--- config.mk ---
export PLATFORM = sky130hd
export DESIGN_NAME = boot_mode_select_loader
export DESIGN_NICKNAME = d
export VERILOG_FILES = /design/src/boot_pkg.sv /design/src/word_stream_if.sv /design/src/boot_mode_select_loader.sv /design/src/two_entry_buffer.sv
export VERILOG_INCLUDE_DIRS = /design/src
export SDC_FILE = /design/constraint.sdc
export NUM_CORES = 1
export LEC_CHECK = 0
export ABC_CLOCK_PERIOD_IN_PS = 6660
export BUFFER_PORTS_ARGS = -buffer_cell sky130_fd_sc_hd__buf_2
export CORE_ASPECT_RATIO = 0.9
export CORE_MARGIN = 3
export CORE_UTILIZATION = 61
export CTS_BUF_LIST = sky130_fd_sc_hd__clkbuf_8 sky130_fd_sc_hd__clkbuf_16
export DETAILED_ROUTE_END_ITERATION = 12
export GPL_ROUTABILITY_DRIVEN = 0
export MAX_ROUTING_LAYER = met4
export PLACE_DENSITY = 0.91
export SYNTH_ARGS = -nofsm -noshare
export SYNTH_HDL_FRONTEND = slang
export SYNTH_SLANG_ARGS = --single-unit
--- constraint.sdc ---
create_clock -name clk -period 6.66 [get_ports clk]
set_clock_uncertainty 0.05 [all_clocks]
set_input_delay 0.999 -clock clk [delete_from_list [all_inputs] [get_ports clk]]
set_output_delay 0.999 -clock clk [all_outputs]
set_load 0.05 [all_outputs]
--- src/boot_map.svh ---
`ifndef BOOT_MAP_SVH
`define BOOT_MAP_SVH

// Flash sector layout
`define SECTOR_COUNT 32
`define SECTOR_SIZE 24'h001000
`define SECTOR_BITS 5
`define SECTOR_OFS_BITS 12
`define FLASH_CHIP_BASE 24'hFE0000
`define FLASH_BOOT_BASE 24'h010000
`define FLASH_BOOT_LAST 24'h02FFFF

// Boot ROM window over the vector table
`define BOOT_ROM_BASE 24'hFFF000
`define BOOT_ROM_SIZE 24'h001000

// RAM window for the downloaded routine
`define RAM_LOAD_LO 24'h001000
`define RAM_LOAD_HI 24'h003DFF

// Password
`define PW_BYTES 12
`define PW_ERASED_BYTE 8'hFF

// Boot loader command bytes
`define CMD_LOAD 8'h30
`define CMD_ERASE 8'h40
`define ADDR_BYTES 3
`define LEN_BYTES 2

// Reset hold, in system clocks
`define RESET_HOLD_CLKS 10

`endif

--- src/boot_pkg.sv ---
package boot_pkg;
	typedef enum logic [1:0] {
		MODE_SINGLE_CHIP,
		MODE_SINGLE_BOOT,
		MODE_PROGRAMMER
	} mode_e;
	typedef enum logic [3:0] {
		S_IDLE,
		S_PW,
		S_PW_FAIL,
		S_CMD,
		S_ADDR,
		S_LEN,
		S_CHECK,
		S_DATA,
		S_DRAIN,
		S_ERASE,
		S_JUMP,
		S_DONE
	} loader_e;
	typedef logic [23:0] addr_t;
endpackage

--- src/word_stream_if.sv ---
`timescale 1ns/1ns
interface word_stream_if #(parameter int WIDTH = 32);
	logic valid;
	logic ready;
	logic [WIDTH-1:0] data;
	modport source(output valid, output data, input ready);
	modport sink(input valid, input data, output ready);
endinterface

--- src/boot_mode_select_loader.sv ---
`timescale 1ns/1ns
`include "boot_map.svh"
// Contract
// - Mode taken from pins during reset
// - Boot pin high chip, low serial boot
// - Programmer under reset; others run after release
// - Boot pin pulled-up input during reset
// - After reset: chip drives, boot floats pulled
// - Chip mode sectors from FE0000H upward
// - Boot mode sectors 10000H to 2FFFFH
// - Boot ROM over vectors, start there
// - Wrong password refuses RAM transfer
// - Erased flash expects twelve 0xFF bytes
// - Built-in whole-chip erase command accepted
// - After load, jump to RAM entry
// - UART framing on serial channel one
module boot_mode_select_loader
	import boot_pkg::*;
(
	input wire logic clk,
	input wire logic resetn,
	input wire logic mode_pin_low,
	input wire logic mode_pin_high,
	input wire logic shared_boot_port_pin_in,
	output logic shared_boot_port_pin_out,
	output logic shared_boot_port_pin_oe,
	output logic shared_boot_port_pin_pullup,
	output logic shared_boot_port_pin_gate,
	input wire logic port_out_data,
	output logic cpu_run,
	output logic programmer_active,
	output logic single_boot,
	input wire addr_t cpu_addr,
	output logic flash_hit,
	output logic [`SECTOR_BITS-1:0] flash_sector,
	output logic [`SECTOR_OFS_BITS-1:0] flash_offset,
	output logic boot_rom_hit,
	input wire logic rx_valid,
	input wire logic [7:0] rx_data,
	output logic rx_ready,
	input wire logic [8*`PW_BYTES-1:0] stored_password,
	input wire logic flash_erased,
	output logic pw_ok,
	output logic pw_fail,
	output logic load_err,
	output logic ram_we,
	output addr_t ram_addr,
	output logic [7:0] ram_data,
	input wire logic ram_ready,
	output logic chip_erase_req,
	input wire logic chip_erase_done,
	output logic exec_start,
	output addr_t exec_addr
);
	logic [2:0] pin_s1;
	logic [2:0] pin_s2;
	logic [2:0] pin_s3;
	logic [2:0] pin_filt;
	mode_e mode;
	mode_e next_mode;
	loader_e state;
	logic [15:0] cnt;
	addr_t ld_addr;
	addr_t entry;
	logic [15:0] ld_len;
	logic pw_bad;
	logic [24:0] load_last;
	logic [7:0] expect_byte;
	logic rx_fire;
	logic run_q;
	word_stream_if #(.WIDTH(32)) wr_in ();
	word_stream_if #(.WIDTH(32)) wr_out ();
	function automatic logic in_range(input addr_t a, input addr_t lo, input addr_t hi);
		return (a >= lo) && (a <= hi);
	endfunction
	// Empty routine or any byte outside the RAM window refuses the load
	function automatic logic window_bad(input addr_t a, input logic [15:0] n, input logic [24:0] last);
		return (n == 16'h0000) || (a < `RAM_LOAD_LO) || (last > {1'b0, `RAM_LOAD_HI});
	endfunction
	function automatic logic [`SECTOR_BITS-1:0] sector_of(input addr_t a, input addr_t base);
		addr_t d;
		d = a - base;
		return d[`SECTOR_OFS_BITS+`SECTOR_BITS-1:`SECTOR_OFS_BITS];
	endfunction
	// Pin synchroniser; runs through reset so pins settle while it is held
	always_ff @(posedge clk) begin
		pin_s1 <= {mode_pin_high, mode_pin_low, shared_boot_port_pin_in};
		pin_s2 <= pin_s1;
		pin_s3 <= pin_s2;
	end
	// A change counts once the last two stages agree
	always_ff @(posedge clk) begin
		if (pin_s2 == pin_s3) begin
			pin_filt <= pin_s3;
		end
	end
	// Mode decode from mode pins and boot pin
	assign next_mode = (pin_filt[2:1] != 2'b11) ? MODE_PROGRAMMER
		: (pin_filt[0] ? MODE_SINGLE_CHIP : MODE_SINGLE_BOOT);
	// Sampled only while reset is low, then frozen; later pin wiggles are ignored
	always_ff @(posedge clk) begin
		if (!resetn) begin
			mode <= next_mode;
		end
	end
	// Run status; programmer mode works only while reset stays low
	always_ff @(posedge clk) begin
		if (!resetn) begin
			run_q <= 1'b0;
		end else begin
			run_q <= (mode != MODE_PROGRAMMER);
		end
	end
	assign cpu_run = run_q;
	assign programmer_active = !resetn && (mode == MODE_PROGRAMMER);
	assign single_boot = run_q && (mode == MODE_SINGLE_BOOT);
	// Boot pin direction: input with pull-up in reset, then per mode
	assign shared_boot_port_pin_oe = resetn && (mode == MODE_SINGLE_CHIP);
	assign shared_boot_port_pin_pullup = !shared_boot_port_pin_oe;
	assign shared_boot_port_pin_gate = !resetn;
	assign shared_boot_port_pin_out = shared_boot_port_pin_oe && port_out_data;
	// Address decode, registered one cycle behind the address
	always_ff @(posedge clk) begin
		if (!resetn) begin
			flash_hit <= 1'b0;
			flash_sector <= '0;
			flash_offset <= '0;
			boot_rom_hit <= 1'b0;
		end else begin
			flash_offset <= cpu_addr[`SECTOR_OFS_BITS-1:0];
			flash_hit <= 1'b0;
			flash_sector <= '0;
			boot_rom_hit <= 1'b0;
			if (mode == MODE_SINGLE_CHIP && cpu_addr >= `FLASH_CHIP_BASE) begin
				flash_hit <= 1'b1;
				flash_sector <= sector_of(cpu_addr, `FLASH_CHIP_BASE);
			end else if (mode == MODE_SINGLE_BOOT) begin
				if (in_range(cpu_addr, `FLASH_BOOT_BASE, `FLASH_BOOT_LAST)) begin
					flash_hit <= 1'b1;
					flash_sector <= sector_of(cpu_addr, `FLASH_BOOT_BASE);
				end
				boot_rom_hit <= (cpu_addr >= `BOOT_ROM_BASE);
			end
		end
	end
	// Expected password byte, first byte in the top lane; erased flash reads all ones
	assign expect_byte = flash_erased ? `PW_ERASED_BYTE : stored_password[8*`PW_BYTES-1-8*cnt[3:0] -: 8];
	assign load_last = {1'b0, ld_addr} + {9'h000, ld_len} - 25'h0000001;
	assign rx_fire = rx_valid && rx_ready;
	// Loader only accepts bytes in receiving states; data waits on the buffer
	assign rx_ready = (state == S_DATA) ? wr_in.ready
		: (state inside {S_PW, S_CMD, S_ADDR, S_LEN, S_PW_FAIL});
	// Byte stream into the buffer toward RAM
	assign wr_in.valid = (state == S_DATA) && rx_valid;
	assign wr_in.data = {ld_addr, rx_data};
	// Loader sequence: boot ROM starts here after release in boot mode
	always_ff @(posedge clk) begin
		if (!resetn) begin
			state <= S_IDLE;
			cnt <= 16'h0000;
			pw_bad <= 1'b0;
		end else begin
			unique case (state)
				S_IDLE: begin
					if (mode == MODE_SINGLE_BOOT) begin
						state <= S_PW;
					end
					cnt <= 16'h0000;
					pw_bad <= 1'b0;
				end
				S_PW: begin
					if (rx_fire) begin
						if (cnt == 16'(`PW_BYTES - 1)) begin
							cnt <= 16'h0000;
							state <= (pw_bad || rx_data != expect_byte) ? S_PW_FAIL : S_CMD;
						end else begin
							cnt <= cnt + 16'h0001;
							pw_bad <= pw_bad || (rx_data != expect_byte);
						end
					end
				end
				S_PW_FAIL: state <= S_PW_FAIL; // Bytes are swallowed; only a reset retries
				S_CMD: begin
					cnt <= 16'h0000;
					if (rx_fire && rx_data == `CMD_LOAD) begin
						state <= S_ADDR;
					end else if (rx_fire && rx_data == `CMD_ERASE) begin
						state <= S_ERASE;
					end
				end
				S_ADDR: begin
					if (rx_fire) begin
						cnt <= (cnt == 16'(`ADDR_BYTES - 1)) ? 16'h0000 : cnt + 16'h0001;
						if (cnt == 16'(`ADDR_BYTES - 1)) begin
							state <= S_LEN;
						end
					end
				end
				S_LEN: begin
					if (rx_fire) begin
						cnt <= (cnt == 16'(`LEN_BYTES - 1)) ? 16'h0000 : cnt + 16'h0001;
						if (cnt == 16'(`LEN_BYTES - 1)) begin
							state <= S_CHECK;
						end
					end
				end
				S_CHECK: begin
					// A routine outside the RAM window is refused before any write
					if (window_bad(ld_addr, ld_len, load_last)) begin
						state <= S_CMD;
					end else begin
						state <= S_DATA;
					end
				end
				S_DATA: begin
					if (rx_fire) begin
						cnt <= cnt + 16'h0001;
						if (cnt == ld_len - 16'h0001) begin
							state <= S_DRAIN;
						end
					end
				end
				S_DRAIN: begin
					if (!wr_out.valid) begin
						state <= S_JUMP;
					end
				end
				S_ERASE: begin
					if (chip_erase_done) begin
						state <= S_CMD;
					end
				end
				S_JUMP: state <= S_DONE;
				S_DONE: state <= S_DONE;
			endcase
		end
	end
	// Load address, length and entry capture; address steps per data byte
	always_ff @(posedge clk) begin
		if (!resetn) begin
			ld_addr <= 24'h000000;
			ld_len <= 16'h0000;
			entry <= 24'h000000;
		end else if (rx_fire && state == S_ADDR) begin
			ld_addr <= {ld_addr[15:0], rx_data};
		end else if (rx_fire && state == S_LEN) begin
			ld_len <= {ld_len[7:0], rx_data};
		end else if (state == S_CHECK) begin
			entry <= ld_addr;
		end else if (rx_fire && state == S_DATA) begin
			ld_addr <= ld_addr + 24'h000001;
		end
	end
	// Status flags; a new load clears a stale range error
	always_ff @(posedge clk) begin
		if (!resetn) begin
			load_err <= 1'b0;
			exec_start <= 1'b0;
			exec_addr <= 24'h000000;
		end else begin
			exec_start <= (state == S_JUMP);
			if (state == S_JUMP) begin
				exec_addr <= entry;
			end
			if (state == S_CHECK) begin
				load_err <= window_bad(ld_addr, ld_len, load_last);
			end
		end
	end
	assign pw_fail = (state == S_PW_FAIL);
	assign pw_ok = (state != S_IDLE) && (state != S_PW) && (state != S_PW_FAIL);
	assign chip_erase_req = (state == S_ERASE);
	two_entry_buffer #(.WIDTH(32)) ram_buf (
		.clk(clk),
		.resetn(resetn),
		.fill(wr_in),
		.drain(wr_out)
	);
	// RAM write port straight from buffer flops
	assign ram_we = wr_out.valid;
	assign ram_addr = wr_out.data[31:8];
	assign ram_data = wr_out.data[7:0];
	assign wr_out.ready = ram_ready;
endmodule

--- src/two_entry_buffer.sv ---
`timescale 1ns/1ns
module two_entry_buffer #(
	parameter int WIDTH = 32
) (
	input wire logic clk,
	input wire logic resetn,
	word_stream_if.sink fill,
	word_stream_if.source drain
);
	logic [1:0] count;
	logic [WIDTH-1:0] head;
	logic [WIDTH-1:0] tail;
	logic push;
	logic pop;

	// Ready drops only when both entries hold words
	assign fill.ready = (count != 2'd2);
	assign drain.valid = (count != 2'd0);
	assign drain.data = head;
	assign push = fill.valid && fill.ready;
	assign pop = drain.valid && drain.ready;

	// Occupancy
	always_ff @(posedge clk) begin
		if (!resetn) begin
			count <= 2'd0;
		end else if (push && !pop) begin
			count <= count + 2'd1;
		end else if (pop && !push) begin
			count <= count - 2'd1;
		end
	end

	// Entries; head always holds the oldest word
	always_ff @(posedge clk) begin
		if (!resetn) begin
			head <= '0;
			tail <= '0;
		end else if (pop) begin
			if (count == 2'd2) begin
				head <= tail;
			end else if (push) begin
				head <= fill.data;
			end
		end else if (push) begin
			if (count == 2'd0) begin
				head <= fill.data;
			end else begin
				tail <= fill.data;
			end
		end
	end
endmodule

Word level (Yosys, flattened, before mapping):

Cells that the tools add are included.

* add/subtract/negate cells: 10
* multipliers: 0
* divide/modulo/power cells: 0
* order comparisons: 6
* eq/ne operators: 42
* shift-type cells: 1
* mux-type cells: 47
* bitwise operators: 6
* reduce and logical (&&, ||, !) cells: 51

Operators by type and width (number)
* $mux W32: 5
* $mux W16: 7
* $shiftx A103 B33 Y8: 1
* $mux W24: 4
* $pmux W16 S5: 1
* $mux W4: 13
* $ge A24 B24 Y1 const B: 2
* $pmux W4 S11: 1
* $ne A2 B2 Y1 const B: 15
* $add A24 B16 Y25: 1
* $gt A25 B14 Y1 const B: 1
* $sub A25 B1 Y25 const B: 1
* $add A24 B1 Y24 const B: 1
* $ge A24 B17 Y1 const B: 1
* $le A24 B18 Y1 const B: 1
* $lt A24 B13 Y1 const B: 1
* $logic_and A1 B1 Y1: 19
* $sub A17 B1 Y17 const B: 1
* $sub A17 B17 Y17 const B: 1
* $add A16 B1 Y16 const B: 1
* $eq A16 B1 Y1 const B: 1
* $eq A16 B16 Y1: 1
* $eq A16 B2 Y1 const B: 1
* $eq A16 B4 Y1 const B: 1
* 39 further kinds: 81

* bits in registers: 211
* bits in latches: 0
* RAM bits: 0
* bits in read-only memories: 0
* input port bits: 138
* logic and storage cells: 185
* memories kept: 0

Logic depth before layout (Yosys ltp):

* word-level depth: 9
* gate-level depth with buffers: 15

Hierarchy:

Synthesis repeated with hierarchy kept, for this count alone.

* cells, all modules: 1528
* area, all modules: 12483.2 um^2

By module, submodules not included
* boot_mode_select_loader: instances 1, cells each 1221, area an instance 9505.4 um^2, seq. area each 2952.8 um^2
* two_entry_buffer: instances 1, cells each 307, area an instance 2977.9 um^2, seq. area each 1321.3 um^2

Worst setup path before layout:

No wires, ideal clock.

* path kind: input to output
* start point: in resetn
* end point: out shared_boot_port_pin_out
* arrival time: 2.809 ns
* path slack: 2.802 ns
* stages: 5
* path buffers: 1
* cells stage by stage: clkbuf_1 > inv_1 > or3_1 > inv_1 > and2_1

* word-level cells in the longest chain between the ends: 2

Ends and longest elaborated chain
* start: declaration: RTL line boot_mode_select_loader.sv:21 `input wire logic resetn,`
* $logic_and A1 B1 Y1: RTL line boot_mode_select_loader.sv:118 `assign shared_boot_port_pin_oe = resetn && (mode == MODE_SINGLE_CHIP);`
* net shared_boot_port_pin_oe: RTL line boot_mode_select_loader.sv:26 `output logic shared_boot_port_pin_oe,`
* $logic_and A1 B1 Y1: RTL line boot_mode_select_loader.sv:121 `assign shared_boot_port_pin_out = shared_boot_port_pin_oe && port_out_data;`
* end: declaration: RTL line boot_mode_select_loader.sv:25 `output logic shared_boot_port_pin_out,`

The timed path passes the listed nets, and every way through them passes these cells.

Worst setup path after layout:

* start point: reg ld_len[11]
* end point: reg state[2]

* word-level cells in the longest chain between the ends: 6

Ends and longest elaborated chain
* start: declaration: RTL line boot_mode_select_loader.sv:65 `logic [15:0] ld_len;`
* start signal: assignment: RTL line boot_mode_select_loader.sv:247 `ld_len <= {ld_len[7:0], rx_data};`
* $add A24 B16 Y25: RTL line boot_mode_select_loader.sv:148 `assign load_last = {1'b0, ld_addr} + {9'h000, ld_len} - 25'h0000001;`
* $sub A25 B1 Y25: RTL line boot_mode_select_loader.sv:148
* $gt A25 B14 Y1: RTL line boot_mode_select_loader.sv:78 `` return (n == 16'h0000) || (a < `RAM_LOAD_LO) || (last > {1'b0, `RAM_LOAD_HI}); ``
* $logic_or A1 B1 Y1: RTL line boot_mode_select_loader.sv:78
* $mux W3: RTL line boot_mode_select_loader.sv:209 `if (window_bad(ld_addr, ld_len, load_last)) begin`
* $pmux W4 S11: RTL line boot_mode_select_loader.sv:163 `unique case (state)`
* end signal: assignment: RTL line boot_mode_select_loader.sv:175 `state <= (pw_bad || rx_data != expect_byte) ? S_PW_FAIL : S_CMD;`
* end: declaration: RTL line boot_mode_select_loader.sv:61 `loader_e state;`

Several ways; a longest one is shown, not always the timed one.
A chain may end at the register's enable or synchronous reset.

==> impl_metrics.env <==
export IMPL_total_of_cells_resized_after_clock_tree_synthesis=0
export IMPL_finish_net_count=1807
export IMPL_detail_route_vias_per_cell=6.150
export IMPL_max_cap_violations=0
export IMPL_cp_capture_type="flop"
export IMPL_total_stage_count_of_the_critical_path=13
export IMPL_root_buffer="clkbuf_16"
export IMPL_cp_cell_sequence="inv_1, ha_1, inv_1, ha_1, and4_1, o21ai_0, o21ai_0, a31oi_1, a21oi_1, mux2_2, a2111oi_0, a31oi_1, o21ai_1"
export IMPL_post_cts_repair_setup_buffers=0
export IMPL_final_period_utilization_pct=58.15
export IMPL_clock_path_buffers=3
export IMPL_post_synth_top_area_fraction_pct=34.89
export IMPL_path_class="flop to flop"
export IMPL_syn_nets=1648
export IMPL_slew_viol_final=0
export IMPL_asyncSetResetFlopFracSynth_pct=0
export IMPL_share_of_layout_cells_above_drive_strength_1_pct=19.07
export IMPL_cellPowerDensity_nw_per_um2=218.7
export IMPL_globalRoute_totalOverflow=0
export IMPL_placed_cell_area_um2=12950
export IMPL_fin_hold_ws_ps=276.7
export IMPL_num_fill_cells=1368
export IMPL_worst_path_max_delay_cell="o21ai_0"
export IMPL_area_growth_syn_to_layout_pct=14.81
export IMPL_final_setup_tns_ps=0
export IMPL_worst_ep_arrival_time_ps=4250
export IMPL_routedWlPerCell_um=18.40
export IMPL_post_synth_instance_area_um2=11820
export IMPL_synth_flop_cell="dfxtp_1"
export IMPL_synth_top_cell_by_area="dfxtp_1"
export IMPL_worst_path_buf_inv=2
export IMPL_tritoncts="done"
export IMPL_maxSlewHeadroom_pct=23.27
export IMPL_worst_slew_pin_transition_ps=1151
export IMPL_synth_seq_cells=211
export IMPL_cpLargestDelayFamily="compound AO/OA/AOI/OAI gates"
export IMPL_hpwlAfterDp_um=25180
export IMPL_worstRegToRegCells=13
export IMPL_crit_fanout=10
export IMPL_worst_r2r_startpoint="ld_len[11]"
export IMPL_die_area_um2=21090
export IMPL_design_portCount=227
export IMPL_grt_antenna_before_repair=3
export IMPL_synth_area_leaders="dfxtp_1, nand2_1, ha_1"
export IMPL_clock_insertion_delay_worst_skew_ps=490
export IMPL_setup_slack_ps=2787
export IMPL_setup_worst_path_start="ld_len[11]"
export IMPL_tritoncts_num_sinks=211
export IMPL_drt_pre_antenna_iters=6
export IMPL_vdd_ir_drop_worst_mv=0.1857
export IMPL_cp_data_required_time_ps=7030
export IMPL_grt_start_max_net_pins=115
export IMPL_initial_standard_cell_utilization_of_the_core_pct=63.21
export IMPL_p_int_mw=2.139
export IMPL_synth_avg_cell_area_um2=8.158
export IMPL_seq_power_share_pct=45.9
export IMPL_grt_pass1_wl_um=54500
export IMPL_dieHeight_um=138.1
export IMPL_start_kind="flop"
export IMPL_holdCritPathClass="flop to flop"
export IMPL_synth_warning_count=0
export IMPL_chipWidth_um=152.7
export IMPL_synth_seq_area_share_pct=36.16
export IMPL_clkTransAtPathRegs_ps=60
export IMPL_routed_wirelength_um=34380
export IMPL_reg2reg_slack_ps=2790
export IMPL_number_of_global_route_vias_before_repair=11070
export IMPL_synth_cell_types=74
export IMPL_numCtsBuffers=20
export IMPL_hold_path_cell_count=0
export IMPL_fin_hold_viols=0
export IMPL_grt_util_all_layers_pct=31.75
export IMPL_fp_rows=47
export IMPL_ctsHoldBuffers=0
export IMPL_setup_viol_count_final=0
export IMPL_worst_path_largest_cell_delay_ps=510
export IMPL_switchingPower_mw=0.8293
export IMPL_io_buffer_count=226
export IMPL_clock_network_fraction_of_total_power_pct=36.1
export IMPL_dp_worst_setup_slack_ps=2947
export IMPL_post_route_cell_area_um2=13570
export IMPL_final_min_clock_period_ps=3873
export IMPL_switching_share_of_total_power_pct=27.94
export IMPL_post_route_util_pct=72.57
export IMPL_power_frac_comb_pct=18.0
export IMPL_synth_enable_flop_cells=5
export IMPL_startpoint_of_the_worst_hold_path="pin_s1[2]"
export IMPL_cts_htree_levels=1
export IMPL_via_count=11490
export IMPL_grt_setup_unrepaired="no"
export IMPL_fmaxAchievable_mhz=258.2
export IMPL_drcViolationCount=0
export IMPL_coreArea_um2=18700
export IMPL_drt_iter0_drc=1279
export IMPL_postRouteAntennaNets=0
export IMPL_leakagePower_nw=5.799
export IMPL_synthCells=1449
export IMPL_outcome="finished, final reports clean"
==> area by class of cell <==
type | instances | area [um2] | share of cell area, %
timing repair buffer | 234 | 1191 | 8.777
inverter | 89 | 336.6 | 2.480
clock buffer | 24 | 566.8 | 4.176
tap | 245 | 306.5 | 2.259
clock inverter | 10 | 46.29 | 0.3411
antenna | 4 | 10.01 | 0.07375
sequential | 211 | 4275 | 31.50
multi-input combinational | 1052 | 6839 | 50.39
==> routing by layer <==
metal	routed length [um]	GRT usage, %	vias up
met2	17070	54.34	640
met4	1940	17.44	0
met3	2859	4.594	150
li1	-	-	5354
met1	12510	35.81	5350
met5	0	-	-
==> registers in the layout (all words and copies together), names as in the netlist, 5 cells and up <==
signal              cells
ram_buf.drain.data     32
ram_buf.tail           32
entry                  24
exec_addr              24
ld_addr                24
cnt                    16
ld_len                 16
flash_offset           12
flash_sector            5
==> cells in the mapped netlist (4+ instances only) <==
master,number
buf_2,5
nand2b_1,8
dfxtp_1,206
a311oi_1,6
a21oi_1,126
mux4_2,24
and2_1,18
edfxtp_1,5
or3_1,10
nor3_1,31
xor2_1,25
o21bai_1,5
nand4_1,19
ha_1,60
nand3_1,31
and4_1,4
a211oi_1,54
a21o_1,4
clkbuf_1,80
a31oi_1,9
a211o_1,4
a221oi_1,5
nand2_1,230
nor4_1,16
o21a_1,6
o21ai_0,43
mux2i_1,44
nand3b_1,5
nor2_1,139
buf_1,8
and3_1,8
xnor2_1,46
inv_1,88
o211ai_1,6
nor3b_1,4
nor2b_1,9
==> cell families (layout without fill, tap and decap cells) <==
logic type / Yosys count / count (layout) / share of synthesized area (%)
DFF: 211 / 211 / 36.16
xor gates and xnor gates: 71 / 71 / 5.260
and+or+nand+nor: 545 / 545 / 21.12
muxes: 71 / 71 / 8.584
other: 0 / 4 / 0
buffers and inverters: 186 / 357 / 6.160
AOI/OAI and AO/OA: 304 / 304 / 16.20
adders and majority gates: 61 / 61 / 6.520
==> stage by stage <==
stage	total power, mW	instances
final	2.968	1869
after CTS	2.964	1865
after global routing	3.074	1869
after detailed placement	1.918	1831
after global placement	1.904	1831
after floorplan	1.797	1449
==> placed cells by master, fill, tap and decap left out, types with 18 or more instances in the layout <==
cell type | synthesis | layout
a211oi_1 | 54 | 54
a21oi_1 | 126 | 126
and2_1 | 18 | 18
buf_2 | 5 | 226
clkbuf_16 | 0 | 21
dfxtp_1 | 206 | 205
ha_1 | 60 | 60
inv_1 | 88 | 92
mux2i_1 | 44 | 44
mux4_2 | 24 | 24
nand2_1 | 230 | 229
nand3_1 | 31 | 31
nand4_1 | 19 | 19
nor2_1 | 139 | 139
nor3_1 | 31 | 31
o21ai_0 | 43 | 43
xnor2_1 | 46 | 46
xor2_1 | 25 | 25
==> power by group through the flow <==
stage               Combinational, mW  Sequential (mW)  Clock (mW)
global route                    0.573             1.37        1.13
CTS                             0.530             1.36        1.07
finish                          0.534             1.36        1.07
global placement                0.516             1.39           0
floorplan                       0.457             1.34           0
detailed placement              0.527             1.39           0
==> worst paths after layout <==
| path | end |
|---|---|
| max | state[2] |
| min | pin_s2[2] |
| max reg2reg | state[2] |
| min reg2reg | pin_s2[2] |
Power figures use the tool's default switching activity.
